===== src/rtl/expander_host_pkg.sv =====
// constants shared by the port-expander host controller
// assumes a 100 MHz system clock and an APB master on the software side
package expander_host_pkg;

   // ----------------------------------------------------------------
   // apb register map
   // ----------------------------------------------------------------
   localparam logic [7:0] CTRL_OFS   = 8'h00;
   localparam logic [7:0] XFER_OFS   = 8'h04;
   localparam logic [7:0] STATUS_OFS = 8'h08;

   // ctrl fields
   localparam int CTRL_GO_BIT    = 0;
   localparam int CTRL_READ_BIT  = 1;
   localparam int CTRL_ABORT_BIT = 2;
   localparam int CTRL_SEL_LSB   = 8;
   // xfer fields
   localparam int XFER_CMD_LSB   = 0;
   localparam int XFER_DATA_LSB  = 8;
   // status fields
   localparam int STAT_BUSY_BIT  = 0;
   localparam int STAT_DONE_BIT  = 1;
   localparam int STAT_NACK_BIT  = 2;
   localparam int STAT_ALERT_BIT = 3;
   localparam int STAT_RDATA_LSB = 8;

   // reset values
   localparam logic [1:0] SEL_RESET  = 2'h0;
   localparam logic [7:0] BYTE_RESET = 8'h00;

   // ----------------------------------------------------------------
   // device addressing and commands
   // ----------------------------------------------------------------
   localparam logic [4:0] ADDR_UPPER = 5'h16;
   localparam logic [7:0] CMD_IN_A   = 8'h00;
   localparam logic [7:0] CMD_IN_B   = 8'h01;
   localparam logic [7:0] CMD_OUT_A  = 8'h02;
   localparam logic [7:0] CMD_OUT_B  = 8'h03;
   localparam logic [7:0] CMD_DIR_A  = 8'h04;
   localparam logic [7:0] CMD_DIR_B  = 8'h05;
   localparam logic [7:0] CMD_MASK_A = 8'h06;
   localparam logic [7:0] CMD_MASK_B = 8'h07;

   // ----------------------------------------------------------------
   // timing
   // ----------------------------------------------------------------
   localparam int SYS_CLK_MHZ = 100;
   localparam int QUARTER_NS  = 625;
   localparam int QUARTER_CYC = (QUARTER_NS * SYS_CLK_MHZ + 999) / 1000;
   localparam int QCNT_W      = 7;
   localparam logic [QCNT_W-1:0] QCNT_LAST = QCNT_W'(QUARTER_CYC - 1);

   // ----------------------------------------------------------------
   // transaction steps
   // ----------------------------------------------------------------
   localparam logic [2:0] STEP_START    = 3'h0;
   localparam logic [2:0] STEP_ADDR_WR  = 3'h1;
   localparam logic [2:0] STEP_CMD      = 3'h2;
   localparam logic [2:0] STEP_WDATA    = 3'h3;
   localparam logic [2:0] STEP_RESTART  = 3'h3;
   localparam logic [2:0] STEP_WR_STOP  = 3'h4;
   localparam logic [2:0] STEP_ADDR_RD  = 3'h4;
   localparam logic [2:0] STEP_RX       = 3'h5;
   localparam logic [2:0] STEP_RD_STOP  = 3'h6;
   localparam logic [3:0] ACK_SLOT      = 4'h8;

   typedef enum logic [3:0]
   {
      ST_IDLE  = 4'b0001,
      ST_START = 4'b0010,
      ST_BYTE  = 4'b0100,
      ST_STOP  = 4'b1000
   } host_state_e;

endpackage


===== src/rtl/expander_host.sv =====
// host controller for a two-wire 16-port i/o expander, apb programmed
// assumes open-drain scl/sda with pull-ups and a single bus master
//
// Summary of operation
// - idle bus: both lines released high, nobody drives them.
// - master opens every transfer with sda falling while scl high.
// - master closes every transfer with sda rising while scl high.
// - one bit per scl pulse; sda changes only while scl low.
// - eighth bit after the address: low writes, high reads.
// - first byte after a write address is the command byte.
// - nine clocks per byte; a receiving device holds sda low on the ninth.
// - device acks bytes it receives; master leaves sda released on the ninth clock of bytes it reads.
// - write: address with write bit, command byte, data byte.
// - read: address, command, repeated start, address with read bit.
//
// Decided for this implementation: the APB register port and the address map.
`timescale 1ns/1ps
`default_nettype none
module expander_host
(
   // clock and reset
   input  wire logic        sys_clk,
   input  wire logic        rst_n,
   // apb slave
   input  wire logic        psel,
   input  wire logic        penable,
   input  wire logic        pwrite,
   input  wire logic [7:0]  paddr,
   input  wire logic [31:0] pwdata,
   output logic             pready,
   output logic             pslverr,
   output logic [31:0]      prdata,
   // serial clock, open drain
   input  wire logic        scl_in,
   output logic             scl_out,
   output logic             scl_oe,
   // serial data, open drain
   input  wire logic        sda_in,
   output logic             sda_out,
   output logic             sda_oe,
   // device side-band
   input  wire logic        change_alert_n,
   output logic             bus_abort_n,
   output logic [1:0]       addr_sel
);

   // ----------------------------------------------------------------
   // pin synchronisers
   // ----------------------------------------------------------------
   logic [2:0] pins_sync;
   logic       scl_s;
   logic       sda_s;
   logic       alert_n_s;

   pin_sync
   #(
      .WIDTH (3)
   )
   u_sync
   (
      .sys_clk      (sys_clk),
      .rst_n        (rst_n),
      .pin_in       ({change_alert_n, sda_in, scl_in}),
      .pin_sync_out (pins_sync)
   );

   assign scl_s     = pins_sync[0];
   assign sda_s     = pins_sync[1];
   assign alert_n_s = pins_sync[2];

   // ----------------------------------------------------------------
   // apb decode
   // ----------------------------------------------------------------
   logic        wr_acc;
   logic        rd_setup;
   logic        hit_ctrl;
   logic        hit_xfer;
   logic        hit_stat;
   logic        mapped;

   logic        read_op_reg;
   logic        abort_reg;
   logic [1:0]  sel_reg;
   logic [7:0]  cmd_reg;
   logic [7:0]  wdata_reg;
   logic [7:0]  rdata_reg;
   logic        done_reg;
   logic        nack_reg;
   logic [31:0] prdata_reg;
   logic        go;
   logic        busy;
   logic        done_set;
   logic        nack_set;

   assign hit_ctrl = (paddr == expander_host_pkg::CTRL_OFS);
   assign hit_xfer = (paddr == expander_host_pkg::XFER_OFS);
   assign hit_stat = (paddr == expander_host_pkg::STATUS_OFS);
   assign mapped   = hit_ctrl | hit_xfer | hit_stat;
   assign wr_acc   = psel & penable & pwrite;
   assign rd_setup = psel & ~penable & ~pwrite;
   assign pready   = 1'b1;
   assign pslverr  = psel & penable & ~mapped;
   assign prdata   = prdata_reg;

   // go is taken only when idle and not aborting
   assign go = wr_acc & hit_ctrl & pwdata[expander_host_pkg::CTRL_GO_BIT]
             & ~busy & ~pwdata[expander_host_pkg::CTRL_ABORT_BIT];

   always_ff @(posedge sys_clk or negedge rst_n)
   begin
      if (!rst_n)
      begin
         read_op_reg <= 1'b0;
         abort_reg   <= 1'b0;
         sel_reg     <= expander_host_pkg::SEL_RESET;
      end
      else if (wr_acc && hit_ctrl)
      begin
         abort_reg <= pwdata[expander_host_pkg::CTRL_ABORT_BIT];
         sel_reg   <= pwdata[expander_host_pkg::CTRL_SEL_LSB +: 2];
         if (go)
         begin
            read_op_reg <= pwdata[expander_host_pkg::CTRL_READ_BIT];
         end
      end
   end

   always_ff @(posedge sys_clk or negedge rst_n)
   begin
      if (!rst_n)
      begin
         cmd_reg   <= expander_host_pkg::BYTE_RESET;
         wdata_reg <= expander_host_pkg::BYTE_RESET;
      end
      else if (wr_acc && hit_xfer && !busy)
      begin
         cmd_reg   <= pwdata[expander_host_pkg::XFER_CMD_LSB +: 8];
         wdata_reg <= pwdata[expander_host_pkg::XFER_DATA_LSB +: 8];
      end
   end

   // sticky flags: a set in the clearing cycle wins
   always_ff @(posedge sys_clk or negedge rst_n)
   begin
      if (!rst_n)
      begin
         done_reg <= 1'b0;
         nack_reg <= 1'b0;
      end
      else
      begin
         if (done_set)
            done_reg <= 1'b1;
         else if (wr_acc && hit_stat && pwdata[expander_host_pkg::STAT_DONE_BIT])
            done_reg <= 1'b0;
         if (nack_set)
            nack_reg <= 1'b1;
         else if (wr_acc && hit_stat && pwdata[expander_host_pkg::STAT_NACK_BIT])
            nack_reg <= 1'b0;
      end
   end

   // read data is latched in the setup cycle, so no wait states
   always_ff @(posedge sys_clk or negedge rst_n)
   begin
      if (!rst_n)
      begin
         prdata_reg <= 32'h0000_0000;
      end
      else if (rd_setup)
      begin
         prdata_reg <= 32'h0000_0000;
         if (hit_ctrl)
         begin
            prdata_reg[expander_host_pkg::CTRL_READ_BIT]  <= read_op_reg;
            prdata_reg[expander_host_pkg::CTRL_ABORT_BIT] <= abort_reg;
            prdata_reg[expander_host_pkg::CTRL_SEL_LSB +: 2] <= sel_reg;
         end
         else if (hit_xfer)
         begin
            prdata_reg[expander_host_pkg::XFER_CMD_LSB +: 8]  <= cmd_reg;
            prdata_reg[expander_host_pkg::XFER_DATA_LSB +: 8] <= wdata_reg;
         end
         else if (hit_stat)
         begin
            prdata_reg[expander_host_pkg::STAT_BUSY_BIT]  <= busy;
            prdata_reg[expander_host_pkg::STAT_DONE_BIT]  <= done_reg;
            prdata_reg[expander_host_pkg::STAT_NACK_BIT]  <= nack_reg;
            prdata_reg[expander_host_pkg::STAT_ALERT_BIT] <= ~alert_n_s;
            prdata_reg[expander_host_pkg::STAT_RDATA_LSB +: 8] <= rdata_reg;
         end
      end
   end

   assign bus_abort_n = ~abort_reg;
   assign addr_sel    = sel_reg;

   // ----------------------------------------------------------------
   // quarter-bit timing
   // ----------------------------------------------------------------
   expander_host_pkg::host_state_e state_reg;
   logic [expander_host_pkg::QCNT_W-1:0] qcnt_reg;
   logic [1:0]  phase_reg;
   logic        stretch;
   logic        tick;

   // a slave holding scl low stalls the high phase
   assign stretch = (phase_reg == 2'h2) & ~scl_s;
   assign tick    = (qcnt_reg == expander_host_pkg::QCNT_LAST) & ~stretch;
   assign busy    = (state_reg != expander_host_pkg::ST_IDLE);

   always_ff @(posedge sys_clk or negedge rst_n)
   begin
      if (!rst_n)
      begin
         qcnt_reg  <= '0;
         phase_reg <= 2'h0;
      end
      else if (!busy || abort_reg)
      begin
         qcnt_reg  <= '0;
         phase_reg <= 2'h0;
      end
      else if (tick)
      begin
         qcnt_reg  <= '0;
         phase_reg <= phase_reg + 2'h1;
      end
      else if (!stretch)
      begin
         qcnt_reg <= qcnt_reg + {{(expander_host_pkg::QCNT_W-1){1'b0}}, 1'b1};
      end
   end

   // ----------------------------------------------------------------
   // step sequencer
   // ----------------------------------------------------------------
   logic [2:0]  step_reg;
   logic [2:0]  step_next;
   logic [3:0]  bit_reg;
   logic [7:0]  shift_reg;
   logic        rx_byte;
   logic        last_step;
   logic        acked_nack_reg;
   expander_host_pkg::host_state_e kind_next;
   logic [7:0]  byte_next;

   assign rx_byte   = read_op_reg & (step_reg == expander_host_pkg::STEP_RX);
   assign last_step = read_op_reg ? (step_reg == expander_host_pkg::STEP_RD_STOP)
                                  : (step_reg == expander_host_pkg::STEP_WR_STOP);

   // what the following step is and which byte it sends
   always_comb
   begin
      kind_next = expander_host_pkg::ST_BYTE;
      byte_next = 8'hff;
      case (step_next)
         expander_host_pkg::STEP_ADDR_WR:
            byte_next = {expander_host_pkg::ADDR_UPPER, sel_reg, 1'b0};
         expander_host_pkg::STEP_CMD:
            byte_next = cmd_reg;
         3'h3:
         begin
            if (read_op_reg)
               kind_next = expander_host_pkg::ST_START;
            else
               byte_next = wdata_reg;
         end
         3'h4:
         begin
            if (read_op_reg)
               byte_next = {expander_host_pkg::ADDR_UPPER, sel_reg, 1'b1};
            else
               kind_next = expander_host_pkg::ST_STOP;
         end
         expander_host_pkg::STEP_RX:
            byte_next = 8'hff;
         expander_host_pkg::STEP_RD_STOP:
            kind_next = expander_host_pkg::ST_STOP;
         default:
            kind_next = expander_host_pkg::ST_STOP;
      endcase
   end

   logic end_of_step;
   logic nack_seen;
   assign nack_seen   = (state_reg == expander_host_pkg::ST_BYTE) & tick
                      & (phase_reg == 2'h2) & (bit_reg == expander_host_pkg::ACK_SLOT)
                      & ~rx_byte & sda_s;
   assign end_of_step = tick & (phase_reg == 2'h3)
                      & ((state_reg != expander_host_pkg::ST_BYTE)
                         | (bit_reg == expander_host_pkg::ACK_SLOT));
   // a refused byte jumps straight to the stop
   assign step_next   = acked_nack_reg
                      ? (read_op_reg ? expander_host_pkg::STEP_RD_STOP
                                     : expander_host_pkg::STEP_WR_STOP)
                      : step_reg + 3'h1;
   assign nack_set    = nack_seen;
   assign done_set    = end_of_step & last_step;

   always_ff @(posedge sys_clk or negedge rst_n)
   begin
      if (!rst_n)
      begin
         state_reg <= expander_host_pkg::ST_IDLE;
         step_reg  <= expander_host_pkg::STEP_START;
         bit_reg   <= 4'h0;
         shift_reg <= 8'hff;
      end
      else if (abort_reg)
      begin
         state_reg <= expander_host_pkg::ST_IDLE;
         step_reg  <= expander_host_pkg::STEP_START;
         bit_reg   <= 4'h0;
      end
      else
      begin
         case (state_reg)
            expander_host_pkg::ST_IDLE:
            begin
               if (go)
               begin
                  state_reg <= expander_host_pkg::ST_START;
                  step_reg  <= expander_host_pkg::STEP_START;
               end
            end
            expander_host_pkg::ST_START,
            expander_host_pkg::ST_BYTE,
            expander_host_pkg::ST_STOP:
            begin
               if (state_reg == expander_host_pkg::ST_BYTE && tick)
               begin
                  if (phase_reg == 2'h2 && bit_reg != expander_host_pkg::ACK_SLOT)
                     shift_reg <= {shift_reg[6:0], sda_s};
                  if (phase_reg == 2'h3 && bit_reg != expander_host_pkg::ACK_SLOT)
                     bit_reg <= bit_reg + 4'h1;
               end
               if (end_of_step)
               begin
                  bit_reg <= 4'h0;
                  if (last_step)
                  begin
                     state_reg <= expander_host_pkg::ST_IDLE;
                  end
                  else
                  begin
                     step_reg  <= step_next;
                     state_reg <= kind_next;
                     shift_reg <= byte_next;
                  end
               end
            end
            default:
               state_reg <= expander_host_pkg::ST_IDLE;
         endcase
      end
   end

   always_ff @(posedge sys_clk or negedge rst_n)
   begin
      if (!rst_n)
         acked_nack_reg <= 1'b0;
      else if (!busy)
         acked_nack_reg <= 1'b0;
      else if (nack_seen)
         acked_nack_reg <= 1'b1;
   end

   always_ff @(posedge sys_clk or negedge rst_n)
   begin
      if (!rst_n)
         rdata_reg <= expander_host_pkg::BYTE_RESET;
      else if (rx_byte && end_of_step)
         rdata_reg <= shift_reg;
   end

   // ----------------------------------------------------------------
   // line drivers
   // ----------------------------------------------------------------
   logic scl_oe_reg;
   logic sda_oe_reg;

   assign scl_out = 1'b0;
   assign sda_out = 1'b0;
   assign scl_oe  = scl_oe_reg;
   assign sda_oe  = sda_oe_reg;

   // byte bits move sda only in phase 0, when scl is held low; start and stop move it in phase 2, with scl high
   always_ff @(posedge sys_clk or negedge rst_n)
   begin
      if (!rst_n)
      begin
         scl_oe_reg <= 1'b0;
         sda_oe_reg <= 1'b0;
      end
      else if (abort_reg || !busy)
      begin
         scl_oe_reg <= 1'b0;
         sda_oe_reg <= 1'b0;
      end
      else if (tick)
      begin
         case (phase_reg)
            2'h0:
            begin
               if (state_reg == expander_host_pkg::ST_STOP)
                  sda_oe_reg <= 1'b1;
               else if (state_reg == expander_host_pkg::ST_BYTE
                        && bit_reg != expander_host_pkg::ACK_SLOT && !rx_byte)
                  sda_oe_reg <= ~shift_reg[7];
               else
                  sda_oe_reg <= 1'b0; // ack slot and read bits released
            end
            2'h1:
               scl_oe_reg <= 1'b0;
            2'h2:
            begin
               if (state_reg == expander_host_pkg::ST_START)
                  sda_oe_reg <= 1'b1;
               else if (state_reg == expander_host_pkg::ST_STOP)
                  sda_oe_reg <= 1'b0;
            end
            default:
               scl_oe_reg <= (state_reg != expander_host_pkg::ST_STOP);
         endcase
      end
   end
endmodule
`default_nettype wire


===== src/rtl/pin_sync.sv =====
// two-flop synchroniser bank for the serial-bus and alert pins
// assumes asynchronous pins and a free-running sys_clk
`timescale 1ns/1ps
`default_nettype none
module pin_sync
#(
   parameter int WIDTH = 3
)
(
   // clock and reset
   input  wire logic             sys_clk,
   input  wire logic             rst_n,
   // pins in, synchronised out
   input  wire logic [WIDTH-1:0] pin_in,
   output logic      [WIDTH-1:0] pin_sync_out
);

   // ----------------------------------------------------------------
   // per-bit double flop
   // ----------------------------------------------------------------
   genvar i;
   generate
      for (i = 0; i < WIDTH; i = i + 1)
      begin : g_bit
         logic meta_reg;
         logic sync_reg;
         // idle high: released open-drain lines read as one
         always_ff @(posedge sys_clk or negedge rst_n)
         begin
            if (!rst_n)
            begin
               meta_reg <= 1'b1;
               sync_reg <= 1'b1;
            end
            else
            begin
               meta_reg <= pin_in[i];
               sync_reg <= meta_reg;
            end
         end
         assign pin_sync_out[i] = sync_reg;
      end
   endgenerate

endmodule
`default_nettype wire


===== config.mk =====
export PLATFORM = sky130hd
export DESIGN_NAME = expander_host
export DESIGN_NICKNAME = d
export VERILOG_FILES = /design/src/rtl/expander_host_pkg.sv /design/src/rtl/expander_host.sv /design/src/rtl/pin_sync.sv
export SDC_FILE = /design/constraint.sdc
export NUM_CORES = 1
export LEC_CHECK = 0
export ABC_AREA = 1
export BUFFER_PORTS_ARGS = -buffer_cell sky130_fd_sc_hd__buf_2
export CELL_PAD_IN_SITES_DETAIL_PLACEMENT = 1
export CELL_PAD_IN_SITES_GLOBAL_PLACEMENT = 1
export CORE_AREA = 2 2 96 121
export CTS_CLUSTER_SIZE = 20
export DETAILED_ROUTE_END_ITERATION = 7
export DIE_AREA = 0 0 98 123
export HOLD_SLACK_MARGIN = 0.12
export PLACE_DENSITY_LB_ADDON = 0.1
export RECOVER_POWER = 50
export SYNTH_ARGS = -nofsm -noshare
export SYNTH_HDL_FRONTEND = slang
export SYNTH_SLANG_ARGS = --single-unit

===== constraint.sdc =====
create_clock -name sys_clk -period 3.5 [get_ports sys_clk]
set_clock_uncertainty 0.1 [all_clocks]
set_input_delay 0.525 -clock sys_clk [delete_from_list [all_inputs] [get_ports sys_clk]]
set_output_delay 0.525 -clock sys_clk [all_outputs]
set_load 0.05 [all_outputs]

After elaboration in Yosys (flattened, before gate mapping)

Index checks and enable logic that the tools add are counted.

Bits in registers: 83
Input port bits: 48
Output and inout port bits: 41
Logic and storage cells: 186

$add $sub $neg: 4
Eq/ne operators: 30
Mux-type cells: 59
Bitwise operators: 34
Reduce and logical (&&, ||, !) cells: 35

Operator list:

| kind                                                                    | number |
|---|---|
| 8-bit two-way mux                                                       | 7 |
| 4-bit two-way mux                                                       | 13 |
| 8-bit case mux with 4 select lines                                      | 1 |
| 7-bit two-way mux                                                       | 4 |
| 1-bit AND                                                               | 20 |
| 3-bit two-way mux                                                       | 6 |
| 1-bit two-way mux                                                       | 16 |
| 3-bit equality test, second input constant                              | 5 |
| 1-bit logical AND                                                       | 12 |
| 4-bit case mux with 3 select lines                                      | 1 |
| 3-bit nonzero test                                                      | 4 |
| 1-bit NOT                                                               | 11 |
| 2-bit two-way mux                                                       | 5 |
| 3-bit inequality test, second input constant                            | 3 |
| 4-bit equality test, second input constant                              | 2 |
| 8-bit by 3-bit equality test with 1-bit output, second input constant   | 1 |
| 8-bit by 4-bit equality test with 1-bit output, second input constant   | 1 |
| 8-bit zero test                                                         | 1 |
| 4-bit by 1-bit inequality test with 1-bit output, second input constant | 2 |
| 4-bit inequality test, second input constant                            | 2 |
| 4-bit case mux with 2 select lines                                      | 1 |
| 2-bit AND reduction                                                     | 4 |
| 2-bit nonzero test                                                      | 4 |
| 7-bit by 1-bit adder with 7-bit output, second input constant           | 1 |
| 26 further kinds                                                        | 35 |

Logic depth before layout (Yosys ltp)

Depth after elaboration: 11
Gate-level depth with buffers: 14
Depth with buffers taken out: 14

Modules after synthesis

From an unflattened synthesis, not the netlist that was laid out.

Cells, all modules: 605
Area total of the unflattened synthesis: 4616.9 µm²

By module, submodules not included:

| module        | times used | cells each | area each (µm²) | sequential area each (µm²) |
|---|---|---|---|---|
| expander_host | 1          | 596        | 4436.8          | 1938.1 |
| pin_sync      | 1          | 9          | 180.2           | 157.7 |

Worst setup path after synthesis

OpenSTA, ideal clock, no wires.

Kind: input to output
From: input paddr[7]
To: output pslverr
Arrival time: 2.526 ns
Required time: 2.875 ns
Slack: 0.349 ns
Cell stages on the path: 7
Buffers on the path: 1
Cells stage by stage: nor2_1 > nand2_1 > inv_1 > nand4_1 > inv_1 > clkbuf_1 > nor4_1

Word-level cells in the longest chain between the ends: 5
Elaborated cells between the ends (all ways): 7
Classes of those cells: eq/ne: 2; bitwise: 4; reduce/logical: 1

RTL lines:

| element                                                                           | RTL line                                 | RTL |
|---|---|---|
| start, declared                                                                   | expander_host.sv:28                      | `input wire logic [7:0] paddr,` |
| 8-bit by 3-bit equality test with 1-bit output or 8-bit zero test (tied branches) | expander_host.sv:96, expander_host.sv:95 |  |
| 1-bit OR                                                                          | expander_host.sv:98                      | `assign mapped = hit_ctrl \| hit_xfer \| hit_stat;` |
| 1-bit OR (*)                                                                      | expander_host.sv:98                      |  |
| 1-bit NOT (*)                                                                     | expander_host.sv:102                     | `assign pslverr = psel & penable & ~mapped;` |
| 1-bit AND (*)                                                                     | expander_host.sv:102                     |  |
| end, declared                                                                     | expander_host.sv:31                      | `output logic pslverr,` |

Mark *: on every way between the ends. The rest lies on a longest branch, timed or not.

Final worst setup path

From: register phase_reg[0]
To: register rdata_reg[6]

Word-level cells in the longest chain between the ends: 7
Elaborated cells between the ends (all ways): 8
Classes of those cells: eq/ne: 2; bitwise: 5; reduce/logical: 1

RTL lines:

| element                | RTL line             | RTL |
|---|---|---|
| start, declared        | expander_host.sv:203 | `logic [1:0] phase_reg;` |
| start signal, assigned | expander_host.sv:227 | `phase_reg <= phase_reg + 2'h1;` |
| 2-bit equality test    | expander_host.sv:208 | `assign stretch = (phase_reg == 2'h2) & ~scl_s;` |
| 1-bit AND              | expander_host.sv:208 |  |
| 1-bit NOT              | expander_host.sv:209 | `assign tick = (qcnt_reg == expander_host_pkg::QCNT_LAST) & ~stretch;` |
| 1-bit AND              | expander_host.sv:209 |  |
| 1-bit AND (*)          | expander_host.sv:290 | `assign end_of_step = tick & (phase_reg == 2'h3)` |
| 1-bit AND (*)          | expander_host.sv:291 | `& ((state_reg != expander_host_pkg::ST_BYTE)` |
| 1-bit logical AND (*)  | expander_host.sv:373 | `else if (rx_byte && end_of_step)` |
| end signal, assigned   | expander_host.sv:372 | `rdata_reg <= expander_host_pkg::BYTE_RESET;` |
| end signal, assigned   | expander_host.sv:374 | `rdata_reg <= shift_reg;` |
| end, declared          | expander_host.sv:86  | `logic [7:0] rdata_reg;` |

Marked as above.
A chain may end at the register's enable or synchronous reset.

==> impl_metrics.sql <==
INSERT INTO impl_metrics (metric_group, metric, value, unit) VALUES
('status', 'run_status', 'finished with violations', ''),
('status', 'failed_checks', 'capacitance limit, slew limit', ''),
('synth', 'post_synth_instance_area', '4711', 'um^2'),
('worst_setup_path', 'worst_r2r_startpoint', 'phase_reg[0]', ''),
('synth', 'synth-warning-count', '0', ''),
('worst_setup_path', 'type_of_element_launching_the_critical_path', 'register', ''),
('floorplan', 'die-height', '123', 'um'),
('flow_run', 'maxCapViolations', '1', ''),
('cells_and_area', 'largest_register_ff_count', '16', ''),
('global_routing', 'antenna_found_initial', '0', ''),
('detailed_routing', 'routedWlPerCell', '16.29', 'um'),
('worst_setup_path', 'crit_path_end_kind', 'register', ''),
('global_routing', 'overflow', '0', ''),
('sta', 'setup_viol', '0', ''),
('clock_tree', 'post_cts_hold_buffer_count', '0', ''),
('power', 'powerDensity', '562.1', 'nW/um^2'),
('floorplan', 'placement_rows', '43', ''),
('clock_tree', 'cts_tree', 'done', ''),
('cells_and_area', 'antenna-diode-count', '0', ''),
('clock_tree', 'cts_repair_resize_count', '0', ''),
('clock_tree', 'clockBufferDepth', '2', ''),
('sta', 'period_minus_slack', '2679', 'ps'),
('floorplan', 'core', '10920', 'um^2'),
('sta', 'min_period_over_period', '76.53', '%'),
('floorplan', 'die_width', '98', 'um'),
('sta', 'timing.final.hold_violations', '0', ''),
('worst_setup_path', 'cp_max_fo', '16', ''),
('detailed_routing', 'detail_route.wirelength', '13.31', 'mm'),
('clock_tree', 'insertion_delay', '340', 'ps'),
('detailed_routing', 'detail_route.drc_violations', '0', ''),
('sta', 'timing.slew.headroom', '-39.65', '%'),
('clock_tree', 'clkSinkCount', '83', ''),
('worst_setup_path', 'worstSetupStartpoint', 'phase_reg[0]', ''),
('clock_tree', 'cts.repair_timing.setup_buffer_count', '0', ''),
('power', 'ir_drop', '294.8', 'uV'),
('global_routing', 'grt_max_degree', '84', ''),
('sta', 'final-max-slew-violation-count', '84', ''),
('placed_design', 'dpl.hpwl', '9.974', 'mm'),
('worst_hold_path', 'hold_path_startpoint', 'scl_in', ''),
('worst_setup_path', 'category_of_the_critical_setup_timing_path', 'reg2reg', ''),
('clock_tree', 'tritoncts.num_buffers', '9', ''),
('power', 'p_leak', '2.784', 'nW'),
('sta', 'hold_slack', '174.5', 'ps'),
('sta', 'max_slew.worst_pin.slew', '2095', 'ps'),
('sta', 'fin_setup_tns', '0', 'ps'),
('global_routing', 'track_usage', '23.16', '%'),
('placed_design', 'placed_cell_area', '5009', 'um^2'),
('synth', 'post_syn_instances', '627', ''),
('global_routing', 'first_global_vias', '4413', ''),
('worst_setup_path', 'crit_required', '3610', 'ps'),
('worst_setup_path', 'crit_arrival', '2790', 'ps'),
('synth', 'synth.yosys.seq_area_share', '44.49', '%'),
('floorplan', 'start_util', '43.13', '%'),
('floorplan', 'die_area', '12050', 'um^2'),
('cells_and_area', 'layout-drive-gt1-share', '14.81', '%'),
('global_routing', 'grt_pass1_wl', '22.18', 'mm'),
('detailed_routing', 'drt_first_iter_violations', '157', ''),
('sta', 'rsz0062_at_grt', 'false', ''),
('synth', 'distinct_cell_type_count_of_the_synthesized_netlist', '39', ''),
('worst_hold_path', 'hp-class', 'in2reg', ''),
('detailed_routing', 'route.antenna.remaining_nets', '0', ''),
('cells_and_area', 'layout.cells.most_common_list', 'nand2_1, inv_1, nand3_1', ''),
('detailed_routing', 'average_via_count_per_standard_cell', '5.137', ''),
('detailed_routing', 'vias', '4197', ''),
('floorplan', 'io-pin-count', '89', ''),
('sta', 'fmax', '0.3733', 'GHz'),
('clock_tree', 'cts.htree.levels', '3', ''),
('placed_design', 'port_buffers', '53', ''),
('cells_and_area', 'nNetsFinal', '735', ''),
('detailed_routing', 'number_of_iterations_in_the_first_detailed_routing_pass', '4', ''),
('placed_design', 'global_placement_routability_congestion', '0.8121', ''),
('synth', 'ys_seq_elements', '83', ''),
('clock_tree', 'cts.reportedPaths.clkPinSlew', '70', 'ps'),
('cells_and_area', 'post-route-cell-area', '5318', 'um^2'),
('cells_and_area', 'commonest_non_fill_non_tap_cell_in_the_layout', 'nand2_1', ''),
('cells_and_area', 'synthToLayoutAreaGrowth', '12.88', '%'),
('synth', 'syn-mean-instance-area', '7.513', 'um^2'),
('clock_tree', 'ctsRootBufferMaster', 'clkbuf_16', ''),
('cells_and_area', 'num-fill-cells', '1367', '');
==> path summary, 6_finish.rpt <==
path	depth (start not counted)	slack, ps	endpoint
min reg2reg	0	260	u_sync.g_bit[0].sync_reg
min in group asynchronous	1	690	prdata[6]
max	9	820	rdata_reg[6]
min	1	170	u_sync.g_bit[0].meta_reg
max in group asynchronous	1	1370	step_reg[1]
max reg2reg	9	820	rdata_reg[6]
==> Yosys cell counts, drive strengths merged <==
cell type	number	area [um^2]
a21boi	1	7.510
a21oi	11	55.05
a22o	1	8.760
a22oi	1	7.510
a2bb2oi	3	26.28
buf	28	202.7
clkbuf	6	22.52
clkinv	2	8.750
conb	2	7.510
dfrtp	68	1702
dfstp	15	394.1
ha	10	125.1
inv	88	332.8
nand2	167	644.4
nand3	79	417.9
nand3b	1	7.510
nand4	11	68.82
nor2	58	230.2
nor3	5	25.02
nor4	1	6.260
o211ai	6	45.04
o21ai	55	305.3
o22ai	1	6.260
o2bb2ai	1	8.760
or2	3	18.77
xor2	3	26.28
==> layout make-up <==
type / instances / area (um^2) / share of cell area, %
clock buffer: 11 / 232.7 / 4.376
clock inverter: 5 / 86.33 / 1.624
inverter: 90 / 341.6 / 6.424
multi-input combinational: 437 / 2110 / 39.67
sequential: 83 / 2096 / 39.41
tap: 135 / 168.9 / 3.176
timing repair buffer: 56 / 282.8 / 5.318
==> critical path, stage by stage, from the launching register on <==
cell and delay (ps):
dfrtp_1 380, inv_1 100, ha_1 350, nand2_1 150, nand2_1 110, nor2_4 280, nand3_2 250, or2_1 540
nand2_1 200, o21ai_2 70
==> per-layer routing <==
layer	routed length, um	global-route usage (%)	part of all wire (%)	up-vias
met4	136	6.944	1.0	0
met3	354	2.940	2.7	11
met1	5664	28.12	43	2060
met5	0	0	0	-
li1	-	-	-	2069
met2	7152	42.94	54	57
==> cell families after synthesis <==
group	after synthesis	share of synthesized area, %
AND/OR/NAND/NOR	325	30.12
buffers and inverters	124	12.03
flip-flops	83	44.49
AO/OA/AOI/OAI	80	9.987
adder cells (fa/ha/maj)	10	2.656
XOR/XNOR	3	0.5579
other	2	0.1594
==> through the flow <==
step | instances | power [mW] | util (%) | setup slack (ps)
finish | 817 | 2.989 | 48.69 | 821.4
global placement | 801 | 1.939 | 45.86 | 959.8
detailed placement | 801 | 1.983 | 45.86 | 833.1
CTS | 817 | 3.024 | 48.78 | 819.5
global route | 817 | 3.172 | 48.69 | 615.0
floorplan | 644 | 1.740 | - | 348.7
==> power by group <==
group | switching (mW) | total (mW) | internal (mW)
sequential | 0.0580 | 1.09 | 1.03
clock | 0.394 | 1.02 | 0.631
combinational | 0.641 | 0.876 | 0.236
total | 1.09 | 2.99 | 1.90
Power figures use the tool's default switching activity.
